--- src/rtl/tsg_pkg.sv ---
// Shared constants and types for the sine tone generator and its controller.
package tsg_pkg;

  // Data widths.
  localparam int TSG_REG_W    = 8;
  localparam int TSG_SAMPLE_W = 16;
  localparam int TSG_LEN_W    = 24;
  localparam int TSG_COEF_W   = 16;
  localparam int TSG_LEVEL_W  = 6;
  localparam int TSG_SW_W     = 32;

  // Tone register offsets on the link.
  localparam logic [7:0] TSG_OFS_LEFT_CTL  = 8'h47;
  localparam logic [7:0] TSG_OFS_RIGHT_CTL = 8'h48;
  localparam logic [7:0] TSG_OFS_LEN_HI    = 8'h49;
  localparam logic [7:0] TSG_OFS_LEN_MID   = 8'h4A;
  localparam logic [7:0] TSG_OFS_LEN_LO    = 8'h4B;
  localparam logic [7:0] TSG_OFS_SIN_HI    = 8'h4C;
  localparam logic [7:0] TSG_OFS_SIN_LO    = 8'h4D;
  localparam logic [7:0] TSG_OFS_COS_HI    = 8'h4E;
  localparam logic [7:0] TSG_OFS_COS_LO    = 8'h4F;
  localparam logic [3:0] TSG_CFG_COUNT     = 4'h9;

  // Tone register reset values; level 0 is the loudest setting.
  localparam logic [7:0] TSG_RST_CTL     = 8'h00;
  localparam logic [7:0] TSG_RST_LEN_HI  = 8'h00;
  localparam logic [7:0] TSG_RST_LEN_MID = 8'h00;
  localparam logic [7:0] TSG_RST_LEN_LO  = 8'hEE;
  localparam logic [7:0] TSG_RST_SIN_HI  = 8'h10;
  localparam logic [7:0] TSG_RST_SIN_LO  = 8'hD8;
  localparam logic [7:0] TSG_RST_COS_HI  = 8'h7E;
  localparam logic [7:0] TSG_RST_COS_LO  = 8'hE3;

  // Control field positions.
  localparam int TSG_ENABLE_BIT = 7;
  localparam int TSG_LEVEL_MSB  = 5;
  localparam int TSG_MASTER_LSB = 6;
  localparam int TSG_MASTER_MSB = 7;

  // Level arithmetic: one code is one decibel, six codes halve the gain.
  localparam logic [5:0] TSG_DB_PER_HALVING = 6'h06;
  localparam int         TSG_GAIN_FRAC      = 14;
  localparam int         TSG_OSC_FRAC       = 14;

  typedef enum logic [1:0] {
    TSG_MASTER_INDEP,
    TSG_MASTER_LEFT,
    TSG_MASTER_RIGHT,
    TSG_MASTER_MUTE
  } tsg_master_e;

  // Controller register offsets on the software port.
  localparam logic [7:0] TSG_HOST_SINE   = 8'h00;
  localparam logic [7:0] TSG_HOST_COSINE = 8'h04;
  localparam logic [7:0] TSG_HOST_LENGTH = 8'h08;
  localparam logic [7:0] TSG_HOST_VOLUME = 8'h0C;
  localparam logic [7:0] TSG_HOST_CMD    = 8'h10;
  localparam logic [7:0] TSG_HOST_STATUS = 8'h14;
  localparam int TSG_CMD_LOAD_BIT = 0;
  localparam int TSG_CMD_BEEP_BIT = 1;
  localparam int TSG_CMD_POLL_BIT = 2;
  localparam int TSG_VOL_RIGHT_LSB = 8;
  localparam logic [1:0] TSG_GAIN_FLAGS_SET = 2'h3;

  // Gain mantissa for 0..5 dB below the +2 dB top, scaled by 2^14.
  function automatic logic [15:0] tsg_gain_mant(input logic [5:0] r);
    case (r)
      6'h00:   return 16'h5092;
      6'h01:   return 16'h47CF;
      6'h02:   return 16'h4000;
      6'h03:   return 16'h390A;
      6'h04:   return 16'h32D6;
      default: return 16'h2D4F;
    endcase
  endfunction

endpackage

--- src/rtl/tsg_link_if.sv ---
// Register link between the tone controller and the tone generator.
`timescale 1ns/1ns
interface tsg_link_if;
  logic [7:0] reg_addr;
  logic [7:0] reg_wdata;
  logic       reg_wr;
  logic       reg_rd;
  logic [7:0] reg_rdata;

  modport device (input reg_addr, input reg_wdata, input reg_wr, input reg_rd, output reg_rdata);
  modport host (output reg_addr, output reg_wdata, output reg_wr, output reg_rd, input reg_rdata);
endinterface

--- src/rtl/tsg_tone_device.sv ---
// Sine tone generator: tone registers, oscillator, burst timer and playback mixer.
// Contract
// - Nine 8-bit registers fully define the tone.
// - Sine coefficient 16 bits, high 0x4C, low 0x4D.
// - Cosine coefficient 16 bits, high 0x4E, low 0x4F.
// - Length 24 bits over 0x49, 0x4A, 0x4B.
// - One length count is one sample.
// - Reset length 0000EE, sine 10D8, cosine 7EE3.
// - Six-bit level, +2 dB to -61 dB.
// - Left level 0x47[5:0], right 0x48[5:0].
// - Master field 0x48[7:6] combines both levels.
// - Both levels reset to +2 dB.
// - Tone mixed after playback volume stage.
// - Host computes coefficients and length in software.
// - Host keeps tone below quarter sample rate.
// - Host zeroes unused coefficient upper bits.
// - Host zeroes unused length upper bits.
// - Host preloads settings, then only triggers.
// - Bit 7 of 0x47 enables the burst.
// - Host mutes, waits, stops divider around enable.
// - Host avoids serial clocks from DAC clocks.
`timescale 1ns/1ns
module tsg_tone_device #(
  parameter int SAMPLE_W = tsg_pkg::TSG_SAMPLE_W
) (
  // Clock and reset
  input  wire logic                       core_clk_in,
  input  wire logic                       reset_in,
  // Register link
  tsg_link_if.device                      link,
  // Playback stream, already through its own volume stage
  input  wire logic                       sample_tick_in,
  input  wire logic signed [SAMPLE_W-1:0] play_left_in,
  input  wire logic signed [SAMPLE_W-1:0] play_right_in,
  // Mixed stream and state
  output logic signed [SAMPLE_W-1:0]      mix_left_out,
  output logic signed [SAMPLE_W-1:0]      mix_right_out,
  output logic                            tone_active_out
);
  import tsg_pkg::*;

  localparam int OW = SAMPLE_W + 2;
  localparam logic signed [OW-1:0] MAXV = OW'(2 ** (SAMPLE_W - 1) - 1);
  localparam logic signed [OW-1:0] MINV = -OW'(2 ** (SAMPLE_W - 1));

  // Clamp a wide sample into the output range.
  function automatic logic signed [SAMPLE_W-1:0] sat(input logic signed [OW-1:0] v);
    if (v > MAXV) begin
      return MAXV[SAMPLE_W-1:0];
    end else if (v < MINV) begin
      return MINV[SAMPLE_W-1:0];
    end else begin
      return v[SAMPLE_W-1:0];
    end
  endfunction

  logic [7:0]                 left_ctl_reg;
  logic [7:0]                 right_ctl_reg;
  logic [7:0]                 len_hi_reg;
  logic [7:0]                 len_mid_reg;
  logic [7:0]                 len_lo_reg;
  logic [7:0]                 sin_hi_reg;
  logic [7:0]                 sin_lo_reg;
  logic [7:0]                 cos_hi_reg;
  logic [7:0]                 cos_lo_reg;
  logic                       enable_reg;
  logic [TSG_LEN_W-1:0]       burst_cnt_reg;
  logic signed [OW-1:0]       y_now_reg;
  logic signed [OW-1:0]       y_prev_reg;
  logic signed [SAMPLE_W-1:0] tone_raw_reg;
  logic [7:0]                 rdata_reg;
  logic [7:0]                 rd_val;
  logic                       wr_left;
  logic                       start;
  logic                       stop_sw;
  logic                       done;
  logic                       emit;
  logic signed [TSG_COEF_W-1:0] sin_coef;
  logic signed [TSG_COEF_W-1:0] cos_coef;
  logic signed [OW+TSG_COEF_W-1:0] osc_prod;
  logic signed [OW-1:0]       y_next;
  logic [5:0]                 left_lvl;
  logic [5:0]                 right_lvl;
  logic                       tone_mute;
  tsg_master_e                master;
  logic signed [SAMPLE_W-1:0] tone_left;
  logic signed [SAMPLE_W-1:0] tone_right;

  assign wr_left  = link.reg_wr && (link.reg_addr == TSG_OFS_LEFT_CTL);
  assign start    = wr_left && link.reg_wdata[TSG_ENABLE_BIT];
  assign stop_sw  = wr_left && !link.reg_wdata[TSG_ENABLE_BIT];
  // A zero count ends the burst at once; a count of one ends with the sample it emits.
  assign done     = enable_reg && ((burst_cnt_reg == '0) ||
                                   (sample_tick_in && (burst_cnt_reg == TSG_LEN_W'(1))));
  assign emit     = enable_reg && sample_tick_in && (burst_cnt_reg != '0);
  assign sin_coef = {sin_hi_reg, sin_lo_reg};
  assign cos_coef = {cos_hi_reg, cos_lo_reg};

  // Stored configuration; the enable bit of the left control lives in enable_reg.
  always_ff @(posedge core_clk_in or posedge reset_in) begin
    if (reset_in) begin
      left_ctl_reg  <= TSG_RST_CTL;
      right_ctl_reg <= TSG_RST_CTL;
      len_hi_reg    <= TSG_RST_LEN_HI;
      len_mid_reg   <= TSG_RST_LEN_MID;
      len_lo_reg    <= TSG_RST_LEN_LO;
      sin_hi_reg    <= TSG_RST_SIN_HI;
      sin_lo_reg    <= TSG_RST_SIN_LO;
      cos_hi_reg    <= TSG_RST_COS_HI;
      cos_lo_reg    <= TSG_RST_COS_LO;
    end else if (link.reg_wr) begin
      case (link.reg_addr)
        TSG_OFS_LEFT_CTL:  left_ctl_reg  <= link.reg_wdata;
        TSG_OFS_RIGHT_CTL: right_ctl_reg <= link.reg_wdata;
        TSG_OFS_LEN_HI:    len_hi_reg    <= link.reg_wdata;
        TSG_OFS_LEN_MID:   len_mid_reg   <= link.reg_wdata;
        TSG_OFS_LEN_LO:    len_lo_reg    <= link.reg_wdata;
        TSG_OFS_SIN_HI:    sin_hi_reg    <= link.reg_wdata;
        TSG_OFS_SIN_LO:    sin_lo_reg    <= link.reg_wdata;
        TSG_OFS_COS_HI:    cos_hi_reg    <= link.reg_wdata;
        TSG_OFS_COS_LO:    cos_lo_reg    <= link.reg_wdata;
        default: ;
      endcase
    end
  end

  // A fresh enable write beats the end of the previous burst in the same cycle.
  always_ff @(posedge core_clk_in or posedge reset_in) begin
    if (reset_in) begin
      enable_reg <= 1'b0;
    end else if (start) begin
      enable_reg <= 1'b1;
    end else if (stop_sw || done) begin
      enable_reg <= 1'b0;
    end
  end

  always_ff @(posedge core_clk_in or posedge reset_in) begin
    if (reset_in) begin
      burst_cnt_reg <= '0;
    end else if (start) begin
      burst_cnt_reg <= {len_hi_reg, len_mid_reg, len_lo_reg};
    end else if (emit) begin
      burst_cnt_reg <= burst_cnt_reg - TSG_LEN_W'(1);
    end
  end

  // y[n+1] = 2*cos*y[n] - y[n-1]; seeding y[-1] = -sin starts the wave at zero phase.
  assign osc_prod = $signed(cos_coef) * y_now_reg;
  assign y_next   = OW'(osc_prod >>> TSG_OSC_FRAC) - y_prev_reg;

  always_ff @(posedge core_clk_in or posedge reset_in) begin
    if (reset_in) begin
      y_now_reg  <= '0;
      y_prev_reg <= '0;
    end else if (start) begin
      y_now_reg  <= '0;
      y_prev_reg <= -OW'(sin_coef);
    end else if (emit) begin
      y_now_reg  <= y_next;
      y_prev_reg <= y_now_reg;
    end
  end

  always_ff @(posedge core_clk_in or posedge reset_in) begin
    if (reset_in) begin
      tone_raw_reg <= '0;
    end else if (sample_tick_in) begin
      tone_raw_reg <= emit ? sat(y_now_reg) : '0;
    end
  end

  // Master field decides which level each side uses.
  always_comb begin
    master    = tsg_master_e'(right_ctl_reg[TSG_MASTER_MSB:TSG_MASTER_LSB]);
    left_lvl  = left_ctl_reg[TSG_LEVEL_MSB:0];
    right_lvl = right_ctl_reg[TSG_LEVEL_MSB:0];
    tone_mute = 1'b0;
    case (master)
      TSG_MASTER_INDEP: ;
      TSG_MASTER_LEFT:  right_lvl = left_ctl_reg[TSG_LEVEL_MSB:0];
      TSG_MASTER_RIGHT: left_lvl  = right_ctl_reg[TSG_LEVEL_MSB:0];
      TSG_MASTER_MUTE:  tone_mute = 1'b1;
      default: ;
    endcase
  end

  tsg_tone_scale #(
    .SAMPLE_W (SAMPLE_W)
  ) u_scale_left (
    .core_clk_in    (core_clk_in),
    .reset_in       (reset_in),
    .sample_tick_in (sample_tick_in),
    .level_in       (left_lvl),
    .mute_in        (tone_mute),
    .sample_in      (tone_raw_reg),
    .sample_out     (tone_left)
  );

  tsg_tone_scale #(
    .SAMPLE_W (SAMPLE_W)
  ) u_scale_right (
    .core_clk_in    (core_clk_in),
    .reset_in       (reset_in),
    .sample_tick_in (sample_tick_in),
    .level_in       (right_lvl),
    .mute_in        (tone_mute),
    .sample_in      (tone_raw_reg),
    .sample_out     (tone_right)
  );

  // The playback side has passed its own volume stage, so its level never touches the tone.
  always_ff @(posedge core_clk_in or posedge reset_in) begin
    if (reset_in) begin
      mix_left_out  <= '0;
      mix_right_out <= '0;
    end else if (sample_tick_in) begin
      mix_left_out  <= sat(OW'(play_left_in) + OW'(tone_left));
      mix_right_out <= sat(OW'(play_right_in) + OW'(tone_right));
    end
  end

  assign tone_active_out = enable_reg;

  // Read mux; unmapped offsets answer zero.
  always_comb begin
    case (link.reg_addr)
      TSG_OFS_LEFT_CTL:  rd_val = {enable_reg, left_ctl_reg[TSG_ENABLE_BIT-1:0]};
      TSG_OFS_RIGHT_CTL: rd_val = right_ctl_reg;
      TSG_OFS_LEN_HI:    rd_val = len_hi_reg;
      TSG_OFS_LEN_MID:   rd_val = len_mid_reg;
      TSG_OFS_LEN_LO:    rd_val = len_lo_reg;
      TSG_OFS_SIN_HI:    rd_val = sin_hi_reg;
      TSG_OFS_SIN_LO:    rd_val = sin_lo_reg;
      TSG_OFS_COS_HI:    rd_val = cos_hi_reg;
      TSG_OFS_COS_LO:    rd_val = cos_lo_reg;
      default:           rd_val = '0;
    endcase
  end

  // Read data stand only in the cycle after the strobe.
  always_ff @(posedge core_clk_in or posedge reset_in) begin
    if (reset_in) begin
      rdata_reg <= '0;
    end else begin
      rdata_reg <= link.reg_rd ? rd_val : '0;
    end
  end

  assign link.reg_rdata = rdata_reg;

endmodule

--- src/rtl/tsg_tone_scale.sv ---
// Per-channel tone level stage: 1 dB steps from +2 dB downward.
`timescale 1ns/1ns
module tsg_tone_scale #(
  parameter int SAMPLE_W = tsg_pkg::TSG_SAMPLE_W
) (
  // Clock and reset
  input  wire logic                       core_clk_in,
  input  wire logic                       reset_in,
  // Sample timing and level
  input  wire logic                       sample_tick_in,
  input  wire logic [5:0]                 level_in,
  input  wire logic                       mute_in,
  // Samples
  input  wire logic signed [SAMPLE_W-1:0] sample_in,
  output logic signed [SAMPLE_W-1:0]      sample_out
);
  import tsg_pkg::*;

  localparam int PW = SAMPLE_W + 17;
  localparam logic signed [PW-1:0] MAXV = PW'(2 ** (SAMPLE_W - 1) - 1);
  localparam logic signed [PW-1:0] MINV = -PW'(2 ** (SAMPLE_W - 1));

  logic [5:0]              rem_lvl;
  logic [5:0]              shift_lvl;
  logic signed [PW-1:0]    product;
  logic signed [PW-1:0]    scaled;

  // Six codes make about one halving, so a small mantissa table and a shift cover all 64 codes.
  assign rem_lvl   = level_in % TSG_DB_PER_HALVING;
  assign shift_lvl = level_in / TSG_DB_PER_HALVING;
  assign product   = PW'(sample_in) * $signed({1'b0, tsg_gain_mant(rem_lvl)});
  assign scaled    = product >>> (TSG_GAIN_FRAC + int'(shift_lvl));

  always_ff @(posedge core_clk_in or posedge reset_in) begin
    if (reset_in) begin
      sample_out <= '0;
    end else if (sample_tick_in) begin
      if (mute_in) begin
        sample_out <= '0;
      end else if (scaled > MAXV) begin
        sample_out <= MAXV[SAMPLE_W-1:0];
      end else if (scaled < MINV) begin
        sample_out <= MINV[SAMPLE_W-1:0];
      end else begin
        sample_out <= scaled[SAMPLE_W-1:0];
      end
    end
  end

endmodule

--- src/flat_wrapper.sv ---
// flat-port wrapper written by rule: the top's interface ports become plain ports
module tsg_tone_device_flat import tsg_pkg::*;
#(
  parameter int SAMPLE_W = tsg_pkg::TSG_SAMPLE_W
)
  (core_clk_in, reset_in, sample_tick_in, play_left_in, play_right_in, mix_left_out, mix_right_out, tone_active_out, link_reg_addr, link_reg_wdata, link_reg_wr, link_reg_rd, link_reg_rdata);
  tsg_link_if link_i ();
  input  wire logic core_clk_in;
  input  wire logic reset_in;
  input  wire logic sample_tick_in;
  input  wire logic signed [SAMPLE_W-1:0] play_left_in;
  input  wire logic signed [SAMPLE_W-1:0] play_right_in;
  output logic signed [SAMPLE_W-1:0] mix_left_out;
  output logic signed [SAMPLE_W-1:0] mix_right_out;
  output logic tone_active_out;
  input wire logic [$bits(link_i.reg_addr)-1:0] link_reg_addr;
  input wire logic [$bits(link_i.reg_wdata)-1:0] link_reg_wdata;
  input wire logic [$bits(link_i.reg_wr)-1:0] link_reg_wr;
  input wire logic [$bits(link_i.reg_rd)-1:0] link_reg_rd;
  output wire logic [$bits(link_i.reg_rdata)-1:0] link_reg_rdata;
  assign link_i.reg_addr = link_reg_addr;
  assign link_i.reg_wdata = link_reg_wdata;
  assign link_i.reg_wr = link_reg_wr;
  assign link_i.reg_rd = link_reg_rd;
  assign link_reg_rdata = link_i.reg_rdata;
  tsg_tone_device #(.SAMPLE_W(SAMPLE_W)) u_core (.core_clk_in(core_clk_in), .reset_in(reset_in), .link(link_i), .sample_tick_in(sample_tick_in), .play_left_in(play_left_in), .play_right_in(play_right_in), .mix_left_out(mix_left_out), .mix_right_out(mix_right_out), .tone_active_out(tone_active_out));
endmodule
--- config.mk ---
export PLATFORM = sky130hd
export DESIGN_NAME = tsg_tone_device_flat
export DESIGN_NICKNAME = d
export VERILOG_FILES = /design/src/rtl/tsg_pkg.sv /design/src/rtl/tsg_link_if.sv /design/src/rtl/tsg_tone_device.sv /design/src/rtl/tsg_tone_scale.sv /design/src/flat_wrapper.sv
export SDC_FILE = /design/constraint.sdc
export NUM_CORES = 2
export LEC_CHECK = 0
export BUFFER_PORTS_ARGS = -buffer_cell sky130_fd_sc_hd__buf_2
export CORE_UTILIZATION = 29
export DETAILED_ROUTE_END_ITERATION = 10
export MAX_ROUTING_LAYER = met4
export RECOVER_POWER = 100
export SETUP_SLACK_MARGIN = 0.4
export SYNTH_ARGS = -nofsm -noshare
export SYNTH_HDL_FRONTEND = slang
export SYNTH_SLANG_ARGS = --single-unit
export TNS_END_PERCENT = 30
--- constraint.sdc ---
create_clock -name core_clk_in -period 17.62 [get_ports core_clk_in]
set_input_delay 0.881 -clock core_clk_in [delete_from_list [all_inputs] [get_ports core_clk_in]]
set_output_delay 0.881 -clock core_clk_in [all_outputs]
set_load 0.01 [all_outputs]
# == Word-level counts from Yosys, hierarchy flattened ==
# Cells that the tools add are included.
# word_totals
elab_cells,119
output_inout_bits,41
ff_bits,220
in_bits,53
# classes
reduce_logical,25
n_eq_ne,21
n_mux,28
n_lt_le_gt_ge,10
shift,2
mul,3
addsub,7
div,4
# op_table
op,count
$mux 16,13
$pmux 15 s5,2
$eq 8x7->1 const B,9
$mux 18,4
$pmux 8 s9,1
$gt 33x16->1 const B,2
$lt 33x16->1 const B,2
$sshr 33x7->33,2
$mul 16x16->32,2
$gt 18x16->1 const B,3
$lt 18x16->1 const B,3
$mux 24,2
$add 16x16->17,2
$mul 16x18->32,1
$eq 24x1->1 const B,1
$eq 6x2->1 const B,4
$logic_not 24->1,1
$reduce_bool 24->1,1
$sub 24x1->24 const B,1
$neg 16->18,1
$reduce_and 2->1,9
$sub 18x18->18,1
$add 4x6->7 const A,2
$div 6x3->6 const B,2
13 further kinds,29

# == Longest topological paths before layout ==
# logic_depth
depth_word,11
ltp_mapped,45
ltp_nobuf,38

# == By module ==
# A second synthesis with hierarchy kept.
# hier_totals
hier_cells,5372
hier_area_um2,46558.4
# by_module_without_submodules
mod,cells_per_inst,seq_area_each_um2,area_per_inst_um2,n_inst
tsg_tone_device,2278,4732.0,21070.2,1
tsg_tone_scale at u_core.u_scale_right,1588,400.4,12931.2,1
tsg_tone_scale at u_core.u_scale_left,1506,400.4,12557.0,1

# == Least setup slack after synthesis ==
# OpenSTA, ideal clock, no wires.
# synth_path
path_kind,register to register
startpoint,register u_core.right_ctl_reg[6]
endpoint,register u_core.u_scale_left.sample_out[1]
setup_ns,0.086
path_buffers,6
period_less_slack_ns,10.622
arrival_time_ns,10.536
slack_ns,6.998
t_required_ns,17.534
stages_incl_launch_ff,39
cell_sequence,dfrtp_1 -> clkbuf_2 -> nand2b_1 -> a31oi_1 -> and2_1 -> a22oi_1 -> o21ai_0 -> clkbuf_1 -> ha_1 -> clkbuf_1 -> nor2_1 -> a22oi_1 -> clkbuf_1 -> nand2_1 -> nand2_1 -> fa_1 -> inv_1 -> fa_1 -> [... 3 more ...] -> inv_1 -> fa_1 -> ha_1 -> a21o_1 -> a211o_1 -> a21o_1 -> a211o_1 -> a41o_1 -> a311oi_2 -> xnor2_1 -> buf_2 -> o21ai_0 -> o211a_1 -> or4_1 -> nor4_2 -> a21oi_1 -> buf_6 -> o221ai_2
# synth_via
elab_chain_len,11
word_cells_on_any_way,20
cone_classes,add/sub (1); mul (1); div (2); order compare (2); eq/ne (6); shift (1); mux (6); reduce/logical (1)
# synth_rtl
element,line,rtl
from (decl),tsg_tone_device.sv:58,logic [7:0] right_ctl_reg;
from (signal assigned),tsg_tone_device.sv:114,TSG_OFS_RIGHT_CTL: right_ctl_reg <= link.reg_wdata;
$eq 2x2->1,tsg_tone_device.sv:179,case (master)
$mux 6,tsg_tone_device.sv:179,
$mod 6x3->6,tsg_tone_scale.sv:29,assign rem_lvl = level_in % TSG_DB_PER_HALVING;
"$eq 6x3->1, or another cell as far along",tsg_pkg.sv:67,case (r)
$pmux 15 s5,tsg_pkg.sv:67,
$mul 16x16->32,tsg_tone_scale.sv:31,"assign product = PW'(sample_in) * $signed({1'b0, tsg_gain_mant(rem_lvl)});"
$sshr 33x7->33,tsg_tone_scale.sv:32,assign scaled = product >>> (TSG_GAIN_FRAC + int'(shift_lvl));
$lt 33x16->1,tsg_tone_scale.sv:42,end else if (scaled < MINV) begin
$mux 16,tsg_tone_scale.sv:42,
$mux 16,tsg_tone_scale.sv:40,end else if (scaled > MAXV) begin
$mux 16 *,tsg_tone_scale.sv:38,if (mute_in) begin
to (signal assigned),tsg_tone_scale.sv:41,sample_out <= MAXV[SAMPLE_W-1:0];
to (signal assigned),tsg_tone_scale.sv:43,sample_out <= MINV[SAMPLE_W-1:0];
to (signal assigned),tsg_tone_scale.sv:45,sample_out <= scaled[SAMPLE_W-1:0];
to (decl),tsg_tone_scale.sv:15,output logic signed [SAMPLE_W-1:0] sample_out
# Every way passes the cells marked *; elsewhere a longest branch is shown, timed or not.
# A chain may end at the register's enable or synchronous reset.

# == Worst setup path in the final report ==
# layout_path
startpoint,register u_core.right_ctl_reg[7]
endpoint,register u_core.u_scale_right.sample_out[6]
# layout_via
elab_chain_len,11
word_cells_on_any_way,20
cone_classes,add/sub (1); mul (1); div (2); order compare (2); eq/ne (6); shift (1); mux (6); reduce/logical (1)
# layout_rtl
element,line
$eq 2x1->1,tsg_tone_device.sv:179
$mux 6,tsg_tone_device.sv:179
$mod 6x3->6,tsg_tone_scale.sv:29
"$eq 6x3->1, or another cell as far along",tsg_pkg.sv:67
$pmux 15 s5,tsg_pkg.sv:67
$mul 16x16->32,tsg_tone_scale.sv:31
$sshr 33x7->33,tsg_tone_scale.sv:32
$lt 33x16->1,tsg_tone_scale.sv:42
$mux 16,tsg_tone_scale.sv:42
$mux 16,tsg_tone_scale.sv:40
$mux 16 *,tsg_tone_scale.sv:38
to (signal assigned),tsg_tone_scale.sv:41
to (signal assigned),tsg_tone_scale.sv:43
to (signal assigned),tsg_tone_scale.sv:45
to (decl),tsg_tone_scale.sv:15
# Marked as above.

==> summary.md <==
| Metric | Value |
|---|---|
| Synth Register Bits | 220 |
| Clock slew at reported path FFs | 0.06 ns |
| Post-DP HPWL | 106 mm |
| H-tree levels | 1 |
| Vias in the first global route | around 38000 |
| Syn_nets | approximately 6300 |
| Clock Latency Late Sink | 0.58 ns |
| Slowest CP cell | xnor2_1 |
| GR met1 Demand/Resource | 0.238 |
| Post-synth top area cell | fa_1 |
| FMAX | around 70 MHz |
| Sw frac | 0.404 |
| Gate power share | 0.404 |
| Largest register FFs | 24 |
| Setup TNS | 0 ns |
| Drt via density | about 5 |
| Starting density of the core | 0.292 |
| Power share of the clock group | 0.274 |
| Initial antenna violation count | 4 |
| Core footprint | 0.156 mm2 |
| YS warnings | 0 |
| Async SR Flop Fraction | 1.00 |
| Final Worst Setup Slack | 3.61 ns |
| Status | complete, but fails checks |
| Pre-CTS setup slack | approximately 5 ns |
| Hold Buf Count CTS | 0 |
| Seq. cell area | 0.00553 mm2 |
| Crit path max-delay family | adder cells |
| Residual DRC count | 0 |
| Synth area leaders | fa_1 32%, dfrtp_1 11%, ha_1 9.4% |
| Antenna viol nets, final | 0 |
| Max rail drop VDD | between 0.08 and 0.09 mV |
| Psw | 0.000847 W |
| Worst setup SP type | flip-flop |
| Hold Vio Cnt, Final | 0 |
| Power Dens Cells | 42.8 mW/mm2 |
| Fraction of layout cells with a size suffix above 1 | 0.0722 |
| Unrepaired setup endpoints after global routing | false |
| Worst Tran Pin Value | ~4.2 ns |
| Clock buffer depth | 3 |
| EDFF count, synth | 0 |
| Fin util | 0.314 |
| # rows | approximately 150 |
| Root buffer cell | clkbuf_16 |
| Final Skew | 0.0272 ns |
| IO Port Bufs | 93 |
| CP bufs+invs | 5 |
| Met2 Track Usage GR | 0.284 |
| Ports | 94 |
| DR WL/cell | around 18 um |
| CP endpoint kind | flip-flop |
| Max-slew violations | 389 |
| Worst-path maximum fanout | 19 |
| GR peak layer | met2 |
| Flop pwr share | 0.321 |
| GRT Util Overall | 0.175 |
| Failing checks | max-capacitance violations, max-slew violations |
| Setup CP Type | reg2reg |
| Tcrit/Tclk final | 0.795 |
| Syn_area_per_cell | between 8 and 9 um2 |
| Met3 Resource Use GR | 0.0177 |
| Area share of the largest cell type after synthesis | 0.318 |
| First-pass GRT wire length | between 200 and 250 mm |
| HP Class | reg2reg |
| CTS Buf Count | 26 |
| Sequential share of the synthesized area | 0.121 |
| GP Congestion | between 0.9 and 1 |
| CTS tree | done |
| Die X | 399 um |
| GRT overflow | 0 |
| Main synth FF type | dfrtp_1 |
| Synthesis-to-layout area growth | 7.27% |
| Die area | 0.159 mm2 |
| CTS Sinks | 220 |
| Post-CTS Setup Inserts | 0 |
| Die Height | between 300 and 400 um |
| First drt pass iteration count | 7 |
| Leak Pwr | around 24 nW |
| Cell Int Power | between 0.001 and 0.0015 W |
| Cells after Synth | 5203 |
| Post-Syn Area | 0.0457 mm2 |
| Final min period | ~14 ns |
| Nets@finish | 6254 |
| WL final | around 130 mm |
| Fill count | 16600 |
| Count of final setup violators | 0 |
| Max-slew headroom | -1.82 |
| Area of the multi-input gates | 0.0354 mm2 |
| Max cap viols | 8 |
| CP Data Arrival Time | approximately 14 ns |
| Via count | 36200 |
| Largest net degree at the start of global routing | 94 |
| CTS resizes | 0 |
| Initial DRC Count | 2831 |
| Max incr delay on CP | between 1 and 1.5 ns |
| Most used cell, CP | fa_1 |
| Distinct cell type count after synthesis | 110 |
| CP Data Required Time | about 18 ns |
[cells by family after synthesis]
group / count (synthesis) / share of synthesized area
muxes: 203 / 0.0495
DFF: 220 / 0.121
xor gates and xnor gates: 172 / 0.0331
adders and majority gates: 1093 / 0.417
buffers and inverters: 1250 / 0.105
AOI/OAI and AO/OA: 821 / 0.123
and+or+nand+nor: 1444 / 0.152
[cells in the final DEF (no fill, tap or decap), types with 56 or more instances in the layout]
cell type	instances
xnor2_1	112
o21ai_0	150
nand3_1	58
xor2_1	57
a21oi_1	207
fa_1	726
ha_1	345
mux2_2	116
mux2i_1	75
buf_4	62
clkbuf_1	56
and2_1	274
dfrtp_1	198
nand2_1	612
inv_1	980
nor2_1	221
[routing by layer]
layer / wire length (um) / vias to the layer above
li1: - / 16600
met1: 59500 / 18400
met2: 62700 / 1093
met3: 7560 / 186
met4: 2910 / 0
met5: 0 / -
[power groups by stage]
stage / registers (W) / logic, W / clock network (W)
after floorplan: 0.000647 / 0.000575 / 0
after global placement: 0.000676 / 0.000844 / 0
after detailed placement: 0.000677 / 0.000851 / 0
after CTS: 0.000670 / 0.000858 / 0.000586
after global routing: 0.000684 / 0.000925 / 0.000607
final: 0.000674 / 0.000848 / 0.000575
[final cells by class]
class                           count  area share
Timing Repair Buffer              165      0.0186
Inverter                          984      0.0753
Antenna cell                        2    0.000102
Clock buffer                       35      0.0152
Tap cell                         2058      0.0525
Clock inverter                     12     0.00334
Sequential cell                   220       0.113
Multi-Input combinational cell   3733       0.722
[final timing paths]
check / from / to / slack (ns) / cells after the start
max: u_core.right_ctl_reg[7] / u_core.u_scale_right.sample_out[6] / 3.61 / 35
min: u_core.mix_left_out[7] / u_core.mix_left_out[7] / 0.48 / 1
max reg2reg: u_core.right_ctl_reg[7] / u_core.u_scale_right.sample_out[6] / 3.61 / 35
min reg2reg: u_core.mix_left_out[7] / u_core.mix_left_out[7] / 0.48 / 1
max in group asynchronous: reset_in / u_core.mix_left_out[14] / 8.63 / 4
min in group asynchronous: reset_in / u_core.u_scale_right.sample_out[12] / 1.55 / 2
[stage by stage]
step | instance area [um2] | hold slack [ns] | total power [W] | std cells
final | 49100 | 0.481 | 0.00210 | 7209
after detailed placement | 48300 | 0.466 | 0.00153 | 7160
after global routing | 49100 | 0.506 | 0.00222 | 7208
after floorplan | 45700 | 0.459 | 0.00122 | 5203
after CTS | 49200 | 0.441 | 0.00211 | 7207
after global placement | 48300 | 0.462 | 0.00152 | 7160
[synth_stat cells (all sizes together), types with 11 or more instances]
cell,n
o21ai,157
a31o,13
and3,49
o22ai,16
o2bb2ai,18
o21bai,11
maj3,22
mux2,120
ha,345
a211o,19
mux2i,79
nor2b,24
and2,279
a221o,17
dfstp,22
xnor2,114
a211oi,33
o221ai,22
a31oi,53
nand2,613
nor3,49
a21oi,208
dfrtp,198
xor2,58
nand4,20
nor2,221
or3,16
or2,15
clkbuf,223
a21o,46
nand2b,49
a22oi,15
buf,43
o211ai,40
fa,726
inv,983
a22o,11
nand3,59
o21a,28
No activity file was read; power rests on OpenSTA's default activity.
